## src/hw/vdo_pkg.sv

```systemverilog
// Shared constants and carrier types for the video output timing block.
// Assumes a 50 MHz system clock and a sampled 27 MHz pixel link clock.
package vdo_pkg;

  localparam int unsigned CLK_HZ  = 50_000_000;
  localparam int unsigned LINK_HZ = 27_000_000;

  // Wishbone byte addresses.
  localparam logic [7:0] ADR_CTRL   = 8'h00;
  localparam logic [7:0] ADR_STATUS = 8'h04;
  localparam logic [7:0] ADR_ISTAT  = 8'h08;
  localparam logic [7:0] ADR_IMASK  = 8'h0C;
  localparam logic [7:0] ADR_LINE   = 8'h10;

  // Control register fields.
  localparam int                CTRL_W        = 5;
  localparam int                CTL_EN        = 0;
  localparam int                CTL_VB_SEL    = 1;
  localparam int                CTL_LOCK_SEL  = 2;
  localparam int                CTL_COMPOSITE_SYNC_OUT_SEL = 3;
  localparam int                CTL_SYS625    = 4;
  localparam logic [CTRL_W-1:0] CTRL_RST      = 5'h01;

  // Status register fields.
  localparam int ST_NO_INPUT_FLAG  = 0;
  localparam int ST_NONSTANDARD_INPUT_FLAG  = 1;
  localparam int ST_VERTICAL_LOCK_STATUS = 2;
  localparam int ST_PD    = 3;
  localparam int ST_FIELD = 4;

  // Interrupt status and mask fields.
  localparam int IRQ_W     = 4;
  localparam int IRQ_FIELD = 0;
  localparam int IRQ_NOSIG = 1;
  localparam int IRQ_NONSTANDARD_INPUT_FLAG  = 2;
  localparam int IRQ_PD    = 3;

  // Line and frame geometry, in bytes and lines.
  localparam logic [10:0] H_TOTAL_525 = 11'h6B4;
  localparam logic [10:0] H_TOTAL_625 = 11'h6C0;
  localparam logic [10:0] TRS_LEN     = 11'h004;
  localparam logic [10:0] HS_BYTES    = 11'h080;
  localparam logic [9:0]  LINES_525   = 10'h20D;
  localparam logic [9:0]  LINES_625   = 10'h271;
  localparam logic [9:0]  VBL_525     = 10'h014;
  localparam logic [9:0]  VBL_625     = 10'h018;
  localparam logic [9:0]  VS_LINES    = 10'h003;

  // Stream byte values.
  localparam logic [7:0] TRS_FF  = 8'hFF;
  localparam logic [7:0] TRS_00  = 8'h00;
  localparam logic [7:0] BLANK_C = 8'h80;
  localparam logic [7:0] BLANK_Y = 8'h10;

  typedef struct packed {
    logic        cyc;
    logic        stb;
    logic        we;
    logic [7:0]  adr;
    logic [3:0]  sel;
    logic [31:0] dat;
  } vdo_wb_req_t;

  typedef struct packed {
    logic no_input;
    logic nonstd;
    logic vertical_lock_status;
  } vdo_vid_stat_t;

  typedef struct packed {
    logic [7:0] cb;
    logic [7:0] y;
    logic [7:0] cr;
  } vdo_pix_t;

endpackage : vdo_pkg

```

## src/hw/vdo_sync.sv

```systemverilog
// Two flip-flop synchroniser for a group of asynchronous levels.
// Assumes each bit is an independent level; no bit relation survives the crossing.
module vdo_sync #(
  parameter int W = 1
) (
  input  wire logic         clk_i,
  input  wire logic         rst_i,
  input  wire logic [W-1:0] d_i,
  output logic      [W-1:0] q_o
);

  typedef struct packed {
    logic [W-1:0] s1;
    logic [W-1:0] s2;
  } vdo_sync_st_t;

  vdo_sync_st_t st_reg;
  vdo_sync_st_t st_next;

  always_comb begin
    st_next    = st_reg;
    st_next.s1 = d_i;
    st_next.s2 = st_reg.s1;
  end

  always_ff @(posedge clk_i) begin
    if (rst_i) begin
      st_reg <= '0;
    end else begin
      st_reg <= st_next;
    end
  end

  assign q_o = st_reg.s2;

endmodule : vdo_sync

```

## src/hw/vdo_output_timing.sv

```systemverilog
// Output timing of the video decoder: 4:2:2 byte stream with timing codes and status pins.
// Assumes a 50 MHz clk_i, a Wishbone classic master and a sampled 27 MHz link clock pin.
// What this block does
// - Bytes leave as an 8-bit 4:2:2 stream framed by end and start of active video codes.
// - The stream advances on the 27 MHz link clock that the outside party supplies.
// - A control bit turns the vertical sync pin into a vertical blanking signal.
// - The active video pin is high for the 720 pixels of each line.
// - A control bit turns the active video pin into the vertical lock status.
// - With a standard input the two frame pins show the colour frame sequence.
// - With a non-standard input the frame pins toggle once every 525 or 625 lines.
// - A control bit turns the upper frame pin into composite sync.
// - A half-rate marker tells whether each byte of the stream is luma or chroma.
// - An output clock of about 27 MHz times each byte on the data pins.
// - The polarity pin sets the polarity of that output clock.
// - The no-signal pin is high while no video is present.
// - The non-standard pin is high while the input is non-standard.
// - A high power-down pin stops the stream and the output clock until the next reset; the bus, status pins and interrupt keep working.
module vdo_output_timing #(
  parameter int ACTIVE_PIXELS = 720
) (
  input  wire logic                   clk_i,
  input  wire logic                   rst_i,
  input  wire vdo_pkg::vdo_wb_req_t   wb_i,
  output logic                        wb_ack_o,
  output logic [31:0]                 wb_dat_o,
  input  wire logic                   video_clk_i,
  input  wire logic                   power_down_in_i,
  input  wire logic                   out_clock_polarity_sel_i,
  input  wire vdo_pkg::vdo_vid_stat_t stat_i,
  input  wire vdo_pkg::vdo_pix_t      pix_i,
  output logic [7:0]                  data_o,
  output logic                        pixel_clock_out_o,
  output logic                        luma_chroma_phase_o,
  output logic                        hsync_o,
  output logic                        vsync_o,
  output logic                        active_video_flag_o,
  output logic                        color_frame_out_hi_o,
  output logic                        color_frame_out_lo_o,
  output logic                        no_input_flag_o,
  output logic                        nonstandard_input_flag_o,
  output logic                        irq_o
);
  import vdo_pkg::*;

  localparam logic [10:0] ACT_B = 11'(2 * ACTIVE_PIXELS);

  typedef struct packed {
    logic [CTRL_W-1:0] ctrl;
    logic [IRQ_W-1:0]  imask;
    logic [IRQ_W-1:0]  istat;
    logic              ack;
    logic [31:0]       rdat;
    logic [10:0]       hcnt;
    logic [9:0]        vcnt;
    logic [1:0]        fcnt;
    logic              ns_tog;
    logic              pd_lat;
    logic              lclk_d;
    logic [7:0]        data;
    logic              pclk;
    logic              phase;
    logic              hs;
    logic              vs;
    logic              av;
    logic              fhi;
    logic              flo;
    logic              no_input_flag;
    logic              nonstandard_input_flag;
    logic              irq;
  } vdo_state_t;

  localparam vdo_state_t ST_RST = '{ctrl: CTRL_RST, default: '0};

  vdo_state_t st_reg;
  vdo_state_t st_next;

  logic [2:0] sy;
  logic       lclk_s;
  logic       pd_s;
  logic       pol_s;

  // Link clock, power-down and polarity pins all come from outside this clock domain.
  vdo_sync #(.W(3)) u_sync (
    .clk_i (clk_i),
    .rst_i (rst_i),
    .d_i   ({video_clk_i, power_down_in_i, out_clock_polarity_sel_i}),
    .q_o   (sy)
  );
  assign lclk_s = sy[2];
  assign pd_s   = sy[1];
  assign pol_s  = sy[0];

  logic        sys625;
  logic [10:0] htot;
  logic [9:0]  lines;
  logic [9:0]  half;
  logic [9:0]  vbl;
  logic        run;
  logic        tick;
  logic        fld;
  logic        vb;
  logic        vs_raw;
  logic        eav;
  logic        sav;
  logic        hs_raw;
  logic        h_wrap;
  logic        v_wrap;
  logic        acc;

  assign sys625 = st_reg.ctrl[CTL_SYS625];
  assign htot   = sys625 ? H_TOTAL_625 : H_TOTAL_525;
  assign lines  = sys625 ? LINES_625 : LINES_525;
  assign vbl    = sys625 ? VBL_625 : VBL_525;
  assign half   = 10'((lines + 10'h001) >> 1);
  assign run    = st_reg.ctrl[CTL_EN] & ~st_reg.pd_lat;
  // The stream advances once per rising edge of the sampled link clock.
  assign tick   = lclk_s & ~st_reg.lclk_d;
  assign fld    = st_reg.vcnt >= half;
  assign vb     = (st_reg.vcnt < vbl) | (fld & (st_reg.vcnt < half + vbl));
  assign vs_raw = (st_reg.vcnt < VS_LINES) | (fld & (st_reg.vcnt < half + VS_LINES));
  assign eav    = (st_reg.hcnt >= ACT_B) & (st_reg.hcnt < ACT_B + TRS_LEN);
  assign sav    = st_reg.hcnt >= htot - TRS_LEN;
  assign hs_raw = (st_reg.hcnt >= ACT_B + TRS_LEN) & (st_reg.hcnt < ACT_B + TRS_LEN + HS_BYTES);
  assign h_wrap = st_reg.hcnt == htot - 11'h001;
  assign v_wrap = st_reg.vcnt == lines - 10'h001;
  assign acc    = wb_i.cyc & wb_i.stb & ~st_reg.ack;

  always_comb begin
    logic [7:0]       byte_v;
    logic [7:0]       xy;
    logic [IRQ_W-1:0] ev;
    logic             clr;
    byte_v  = BLANK_C;
    xy      = '0;
    ev      = '0;
    clr     = 1'b0;
    st_next = st_reg;
    st_next.lclk_d = lclk_s;

    // Bus slave: every access is answered one cycle after it is taken.
    st_next.ack = acc;
    if (acc) begin
      unique case (wb_i.adr)
        ADR_CTRL:   st_next.rdat = 32'(st_reg.ctrl);
        ADR_STATUS: st_next.rdat = 32'({fld, st_reg.pd_lat, stat_i.vertical_lock_status,
                                        st_reg.nonstandard_input_flag, st_reg.no_input_flag});
        ADR_ISTAT:  st_next.rdat = 32'(st_reg.istat);
        ADR_IMASK:  st_next.rdat = 32'(st_reg.imask);
        ADR_LINE:   st_next.rdat = 32'(st_reg.vcnt);
        default:    st_next.rdat = '0;
      endcase
      if (wb_i.we && wb_i.sel[0]) begin
        if (wb_i.adr == ADR_CTRL) begin
          st_next.ctrl = wb_i.dat[CTRL_W-1:0];
        end
        if (wb_i.adr == ADR_IMASK) begin
          st_next.imask = wb_i.dat[IRQ_W-1:0];
        end
      end
      clr = ~wb_i.we & (wb_i.adr == ADR_ISTAT);
    end

    // Power-down latches until reset so the stream restarts cleanly.
    if (pd_s) begin
      st_next.pd_lat = 1'b1;
    end
    ev[IRQ_PD] = pd_s & ~st_reg.pd_lat;

    xy = {1'b1, fld, vb, eav, vb ^ eav, fld ^ eav, fld ^ vb, fld ^ vb ^ eav};
    if (st_reg.hcnt < ACT_B) begin
      if (vb) begin
        byte_v = st_reg.hcnt[0] ? BLANK_Y : BLANK_C;
      end else begin
        unique case (st_reg.hcnt[1:0])
          2'h0:    byte_v = pix_i.cb;
          2'h2:    byte_v = pix_i.cr;
          default: byte_v = pix_i.y;
        endcase
      end
    end else if (eav || sav) begin
      unique case (st_reg.hcnt[1:0])
        2'h0:    byte_v = TRS_FF;
        2'h3:    byte_v = xy;
        default: byte_v = TRS_00;
      endcase
    end else begin
      byte_v = st_reg.hcnt[0] ? BLANK_Y : BLANK_C;
    end

    if (!run) begin
      st_next.data  = '0;
      st_next.phase = 1'b0;
      st_next.hs    = 1'b0;
      st_next.vs    = 1'b0;
      st_next.av    = 1'b0;
      st_next.fhi   = 1'b0;
      st_next.flo   = 1'b0;
    end else if (tick) begin
      st_next.data  = byte_v;
      st_next.phase = st_reg.hcnt[0];
      st_next.hs    = hs_raw;
      st_next.vs    = st_reg.ctrl[CTL_VB_SEL] ? vb : vs_raw;
      st_next.av    = st_reg.hcnt < ACT_B;
      if (st_reg.nonstandard_input_flag) begin
        st_next.flo = st_reg.ns_tog;
        st_next.fhi = st_reg.ns_tog;
      end else begin
        st_next.flo = st_reg.fcnt[0];
        st_next.fhi = st_reg.fcnt[1];
      end
      if (st_reg.ctrl[CTL_COMPOSITE_SYNC_OUT_SEL]) begin
        st_next.fhi = hs_raw | vs_raw;
      end
      st_next.hcnt = h_wrap ? '0 : st_reg.hcnt + 11'h001;
      if (h_wrap) begin
        st_next.vcnt = v_wrap ? '0 : st_reg.vcnt + 10'h001;
        if (v_wrap || st_reg.vcnt == half - 10'h001) begin
          st_next.fcnt    = st_reg.fcnt + 2'h1;
          ev[IRQ_FIELD]   = 1'b1;
        end
        if (v_wrap) begin
          st_next.ns_tog = ~st_reg.ns_tog;
        end
      end
    end
    if (st_reg.ctrl[CTL_LOCK_SEL]) begin
      st_next.av = stat_i.vertical_lock_status;
    end

    st_next.pclk = run & (lclk_s ^ pol_s);
    st_next.no_input_flag = stat_i.no_input;
    st_next.nonstandard_input_flag = stat_i.nonstd;
    ev[IRQ_NOSIG] = stat_i.no_input & ~st_reg.no_input_flag;
    ev[IRQ_NONSTANDARD_INPUT_FLAG]  = stat_i.nonstd ^ st_reg.nonstandard_input_flag;

    // A new event wins over the read that clears the status.
    st_next.istat = (clr ? '0 : st_reg.istat) | ev;
    st_next.irq   = |(st_next.istat & st_next.imask);
  end

  always_ff @(posedge clk_i) begin
    if (rst_i) begin
      st_reg <= ST_RST;
    end else begin
      st_reg <= st_next;
    end
  end

  assign wb_ack_o                 = st_reg.ack;
  assign wb_dat_o                 = st_reg.rdat;
  assign data_o                   = st_reg.data;
  assign pixel_clock_out_o        = st_reg.pclk;
  assign luma_chroma_phase_o      = st_reg.phase;
  assign hsync_o                  = st_reg.hs;
  assign vsync_o                  = st_reg.vs;
  assign active_video_flag_o      = st_reg.av;
  assign color_frame_out_hi_o     = st_reg.fhi;
  assign color_frame_out_lo_o     = st_reg.flo;
  assign no_input_flag_o          = st_reg.no_input_flag;
  assign nonstandard_input_flag_o = st_reg.nonstandard_input_flag;
  assign irq_o                    = st_reg.irq;
endmodule : vdo_output_timing

```

## config.mk

```make
export PLATFORM = sky130hd
export DESIGN_NAME = vdo_output_timing
export DESIGN_NICKNAME = d
export VERILOG_FILES = /design/src/hw/vdo_pkg.sv /design/src/hw/vdo_sync.sv /design/src/hw/vdo_output_timing.sv
export SDC_FILE = /design/constraint.sdc
export NUM_CORES = 1
export LEC_CHECK = 0
export CAP_MARGIN = 20
export CORE_MARGIN = 4
export CORE_UTILIZATION = 58
export DETAILED_ROUTE_END_ITERATION = 16
export DONT_BUFFER_PORTS = 1
export PLACE_DENSITY = 0.74
export SYNTH_ARGS = -nofsm -noshare
export SYNTH_HDL_FRONTEND = slang
export SYNTH_HIERARCHICAL = 1
export SYNTH_SLANG_ARGS = --single-unit
```

## constraint.sdc

```tcl
create_clock -name clk_i -period 7.45 [get_ports clk_i]
set_input_delay 0.3725 -clock clk_i [delete_from_list [all_inputs] [get_ports clk_i]]
set_output_delay 0.3725 -clock clk_i [all_outputs]
set_load 0.03 [all_outputs]
```

[Yosys cells after proc, flatten, opt, wreduce, memory -nomap -nowiden]
Index checks and enable logic that the tools add are counted.
Storage, ports and cells
  output and inout bits: 51
  word-level logic and storage cells: 124
  bits in registers: 96
Cells by class
  reductions and logical operators: 12
  muxes and demuxes: 27
  add/sub/neg operators: 10
  eq/ne operators: 10
  order comparisons: 11
  bitwise operators: 30
Operators with widths (count)
  10-bit case mux with 5 select lines: 1
  11-bit less-than comparator (second input constant): 3
  8-bit 2-to-1 mux: 4
  8-bit case mux with 2 select lines: 2
  11-bit greater-or-equal comparator (second input constant): 2
  10-bit by 1-bit adder with 10-bit output (second input constant): 2
  10-bit equality test: 2
  10-bit less-than comparator: 2
  4-bit 2-to-1 mux: 5
  8-bit by 4-bit equality test with 1-bit output (second input constant): 2
  7-bit 2-to-1 mux: 2
  1-bit bitwise AND: 12
  11-bit by 1-bit adder with 11-bit output (second input constant): 1
  11-bit equality test: 1
  11-bit greater-or-equal comparator: 1
  11-bit 2-to-1 mux: 1
  10-bit by 2-bit subtractor with 11-bit output (second input constant): 1
  10-bit by 4-bit subtractor with 11-bit output (second input constant): 1
  9-bit by 2-bit adder with 10-bit output (second input constant): 1
  9-bit by 5-bit adder with 10-bit output: 1
  10-bit by 9-bit greater-or-equal comparator with 1-bit output: 1
  10-bit by 2-bit less-than comparator with 1-bit output (second input constant): 1
  10-bit by 5-bit less-than comparator with 1-bit output: 1
  10-bit 2-to-1 mux: 1
  24 further kinds: 49

[Longest topological paths before layout]
  depth in word-level cells: 12
  depth in mapped cells: 10
  gate-level depth less buffers: 8

[Modules after synthesis]
Netlist, hierarchy kept.
By module, submodules not included
  vdo_output_timing: seq. area each 1361.3 um^2, area an instance 4192.8 um^2, times used 1, cells each 510
  vdo_sync: seq. area each 120.1 um^2, area an instance 157.7 um^2, times used 1, cells each 12

[Least setup slack after synthesis]
OpenSTA, ideal clock, no wires.
  path kind: reg-to-reg
  start point: reg st_reg[89] in the netlist's numbering
  end point: reg st_reg (netlist bit data_o[0])
  path slack: 4.847 ns
  period minus slack after synthesis: 2.603 ns
  stages on the path, launching flop included: 9
  buffers on the path: 0
  arrival: 2.479 ns
  path through: dfxtp_1 -> inv_1 -> ha_1 -> or3b_2 -> nor4_1 -> nor3_1 -> mux2_2 -> a221oi_2 -> o21ai_0
Between the ends
  cells in the longest elaborated chain, start to end: 11
  elaborated cells on any way between the ends: 19
  classes of those cells: add/sub (3); order compare (4); mux (7); bitwise (4); reduce/logical (1)
RTL lines
  start, declared: RTL line vdo_output_timing.sv:74  | vdo_state_t st_reg;
  start signal, assigned: RTL line vdo_output_timing.sv:245  | st_reg <= st_next;
  7-bit 2-to-1 mux: RTL line vdo_output_timing.sv:112  | assign lines = sys625 ? LINES_625 : LINES_525;
  10-bit by 1-bit adder with 10-bit output: RTL line vdo_output_timing.sv:114  | assign half = 10'((lines + 10'h001) >> 1);
  9-bit by 5-bit adder with 10-bit output: RTL line vdo_output_timing.sv:119  | assign vb = (st_reg.vcnt < vbl) | (fld & (st_reg.vcnt < half + vbl));
  10-bit less-than comparator: RTL line vdo_output_timing.sv:119
  1-bit bitwise AND: RTL line vdo_output_timing.sv:119
  1-bit bitwise OR: RTL line vdo_output_timing.sv:119
  1-bit XOR (2 in series): RTL line vdo_output_timing.sv:169  | xy = {1'b1, fld, vb, eav, vb ^ eav, fld ^ eav, fld ^ vb, fld ^ vb ^ eav};
  8-bit case mux with 2 select lines: RTL line vdo_output_timing.sv:181  | unique case (st_reg.hcnt[1:0])
  8-bit 2-to-1 mux: RTL line vdo_output_timing.sv:180  | end else if (eav || sav) begin
  8-bit 2-to-1 mux *: RTL line vdo_output_timing.sv:170  | if (st_reg.hcnt < ACT_B) begin
Mark *: on every way between the ends. The rest lies on a longest branch, timed or not.
A chain may end at the register's enable or synchronous reset.

[Worst setup path in the final report]
Ends and elaborated chain as after synthesis.

==> results.json <==
{
  "startpoint_type": "flop",
  "syn_area_um2": 4350,
  "grt_max_degree": 46,
  "r2r_cells": 8,
  "fill_cells": 667,
  "slowest_delay_ps": 500,
  "yosys_warnings": 6,
  "grt_pass1_wl_um": 15940,
  "grt_antenna_before_repair": 0,
  "use_met3": 0.05976,
  "period_share": 0.4109,
  "rr_startpoint": "st_reg[89]",
  "path_class": "flop to flop",
  "required_ps": 7680,
  "p_leak_nw": 1.660,
  "synth_top_area_frac": 0.3405,
  "gp_congestion": 0.9022,
  "p_seq_frac": 0.560,
  "critPathCaptureType": "flop",
  "cts_sinks": 74,
  "finalSetupViolCount": 0,
  "slew_headroom": 0.4059,
  "io_buffers": 0,
  "yosysSeqAreaShare": 0.3405,
  "clkSlewWorstSetupHoldPaths_ps": 80,
  "slew_violations": 0,
  "dpl.hpwl_um": 7018,
  "worst-path-buf-inv": 1,
  "wire_per_inst_um": 16.26,
  "crit_arrival_ps": 3290,
  "cts_root_buffer": "clkbuf_8",
  "die_h_um": 94.61,
  "max_freq_mhz": 326.6,
  "vias": 3426,
  "holdPathStages": 1,
  "max_cap_viol_count": 0,
  "final_util": 0.5938,
  "io_pins": 130,
  "crit_chain": "inv_1 > ha_1 > or3b_2 > nor4_1 > nor3_1 > mux2_2 > a221oi_2 > o21ai_0",
  "yosysUniqueCellTypes": 66,
  "cpMaxStageDelayCell": "dfxtp_1",
  "yosys_register_bits": 74,
  "cts_tree": "built",
  "start_util": 0.5998,
  "drt_wl_total_um": 9576,
  "whs_ps": 77.21,
  "die_area_um2": 8950,
  "dr.pass1.iters": 4,
  "hp-start": "rst_i",
  "peakVddDrop_v": 0.0001305,
  "final_hold_viol_count": 0,
  "drc_errors": 0,
  "synth_cells": 522,
  "postCtsSetupRepairBufs": 0,
  "synthToLayoutAreaGrowth_pct": -1.007,
  "hp-class": "input pin to flop",
  "syn-mean-instance-area_um2": 8.334,
  "std_cell_rows": 31,
  "layout-drive-gt1-share": 0.07143,
  "swShare": 0.2745,
  "r2r_end": "data_o[0]",
  "die_w_um": 94.61,
  "cts_hold_buf": 0,
  "via_per_inst": 5.817,
  "power.total_mw": 0.7466,
  "antennaDiodeCount": 0,
  "cp_max_fo": 8,
  "powerDensity_nw_per_um2": 173.4,
  "switching_power_mw": 0.2049,
  "r2r_slack_ps": 4390,
  "clkLatencyLatePin_ps": 350,
  "synth-edff-count": 0,
  "ys.flop_type": "dfxtp_1",
  "yosysTopAreaCell": "dfxtp_1",
  "drt_iter0_markers": 214,
  "largest_reg_flops": 39,
  "yosys-top-cells-area": "dfxtp_1, buf_4, a21oi_1",
  "status": "completed",
  "cp_top_family": "simple AND/OR/NAND/NOR gates",
  "min_to": "u_sync/st_next[2]",
  "nets": 581,
  "worst_slew_pin_slew_ps": 885.8,
  "clockBufferDepth": 2,
  "finClkSkew_ps": 6.615,
  "tns_ps": 0,
  "met1_usage": 0.2874,
  "pwr-share-clk": 0.366,
  "cts_made_buffers": 9,
  "core_region_area_um2": 7253,
  "htree_levels": 3,
  "grt_use_met2": 0.3582,
  "cts_resized": 0,
  "p_comb_frac": 0.073,
  "grtUsageTotal": 0.2255,
  "period_minus_slack_ps": 3061,
  "ant_nets": 0,
  "async_flop_share": 0,
  "grt_pass1_vias": 3341,
  "grt_setup_unrepaired": "false",
  "grt.busiest_layer": "met2",
  "p_int_mw": 0.5417,
  "gr-total-overflow": 0
}
-- kinds of logic after synthesis --
| logic type | share of synthesized area |
|---|---|
| adder cells (fa/ha/maj) | 0.04889 |
| other | 0.0008620 |
| AND/OR/NAND/NOR | 0.2278 |
| flip-flops | 0.3405 |
| multiplexers | 0.04314 |
| XOR/XNOR | 0.04630 |
| buffers and inverters | 0.1073 |
| AO/OA/AOI/OAI | 0.1852 |
-- area by class of cell --
class	count	area [um2]	share of cell area
clock inverter	4	28.78	0.006682
sequential	74	1481	0.3440
timing repair buffer	1	7.507	0.001743
clock buffer	12	135.1	0.03138
inverter	13	48.80	0.01133
tap	99	123.9	0.02876
multi-input combinational	386	2481	0.5761
-- per-layer routing --
metal | share of wire | wire length (um)
met1 | 0.44 | 4198
met2 | 0.47 | 4488
met3 | 0.071 | 681
met4 | 0.022 | 207
met5 | 0 | 0
-- power groups by stage --
stage          Clock, mW  Sequential, mW  Combinational (mW)
6_report           0.273           0.418              0.0548
5_1_grt            0.301           0.420              0.0608
4_1_cts            0.281           0.418              0.0544
3_5_place_dp           0           0.428              0.0543
3_3_place_gp           0           0.427              0.0533
2_1_floorplan          0           0.420              0.0698
-- placed cells by master (no fill, tap or decap), drive strengths merged, types with 3 or more instances in the layout --
cell	instances
clkbuf	12
or3	7
xnor2	11
mux2	6
nor2b	16
nor3	14
a31oi	5
o22ai	3
mux2i	12
nand2b	9
conb	22
a32oi	3
inv	13
nand2	24
and3	7
a22oi	5
xor2	12
nand4	5
a211oi	3
nor4	7
nand3b	3
o41a	3
a21oi	46
ha	17
nand3	21
dfxtp	74
o21ai	25
a22o	7
nor2	60
-- stage by stage --
step / cells / instance area, um2 / setup WS, ps
floorplan: 543 / 4429 / 4847
global placement: 573 / 4143 / 4467
detailed placement: 573 / 4143 / 4436
CTS: 589 / 4307 / 4411
global route: 589 / 4307 / 4141
finish: 589 / 4307 / 4389
-- synth_stat cells (3+ instances only) --
cell type  number
a211oi_1        3
a21oi_1        46
a22o_1          7
a22oi_1         5
a31oi_1         5
a32oi_1         3
and3_1          7
buf_2           4
buf_4          40
clkbuf_1       24
dfxtp_1        74
ha_1           17
inv_1          13
mux2_2          6
mux2i_1        12
nand2_1        24
nand2b_1        9
nand3_1        21
nand3b_1        3
nand4_1         4
nor2_1         59
nor2b_1        16
nor3_1         12
nor4_1          7
o21ai_0        21
o21ai_1         3
o22ai_1         3
o41a_1          3
or3_1           6
xnor2_1        11
xor2_1         12
-- worst max-delay path by stage --
stage | from | end | slack, ps | cells after the start
5_1_grt | st_reg[89] | data_o[0] | 4140 | 8
2_1_floorplan | st_reg[89] | data_o[0] | 4850 | 8
3_3_place_gp | st_reg[89] | data_o[0] | 4470 | 8
3_5_place_dp | st_reg[89] | data_o[0] | 4440 | 8
6_report | st_reg[89] | data_o[0] | 4390 | 8
4_1_cts | st_reg[89] | data_o[0] | 4410 | 8
Power figures use the tool's default switching activity.
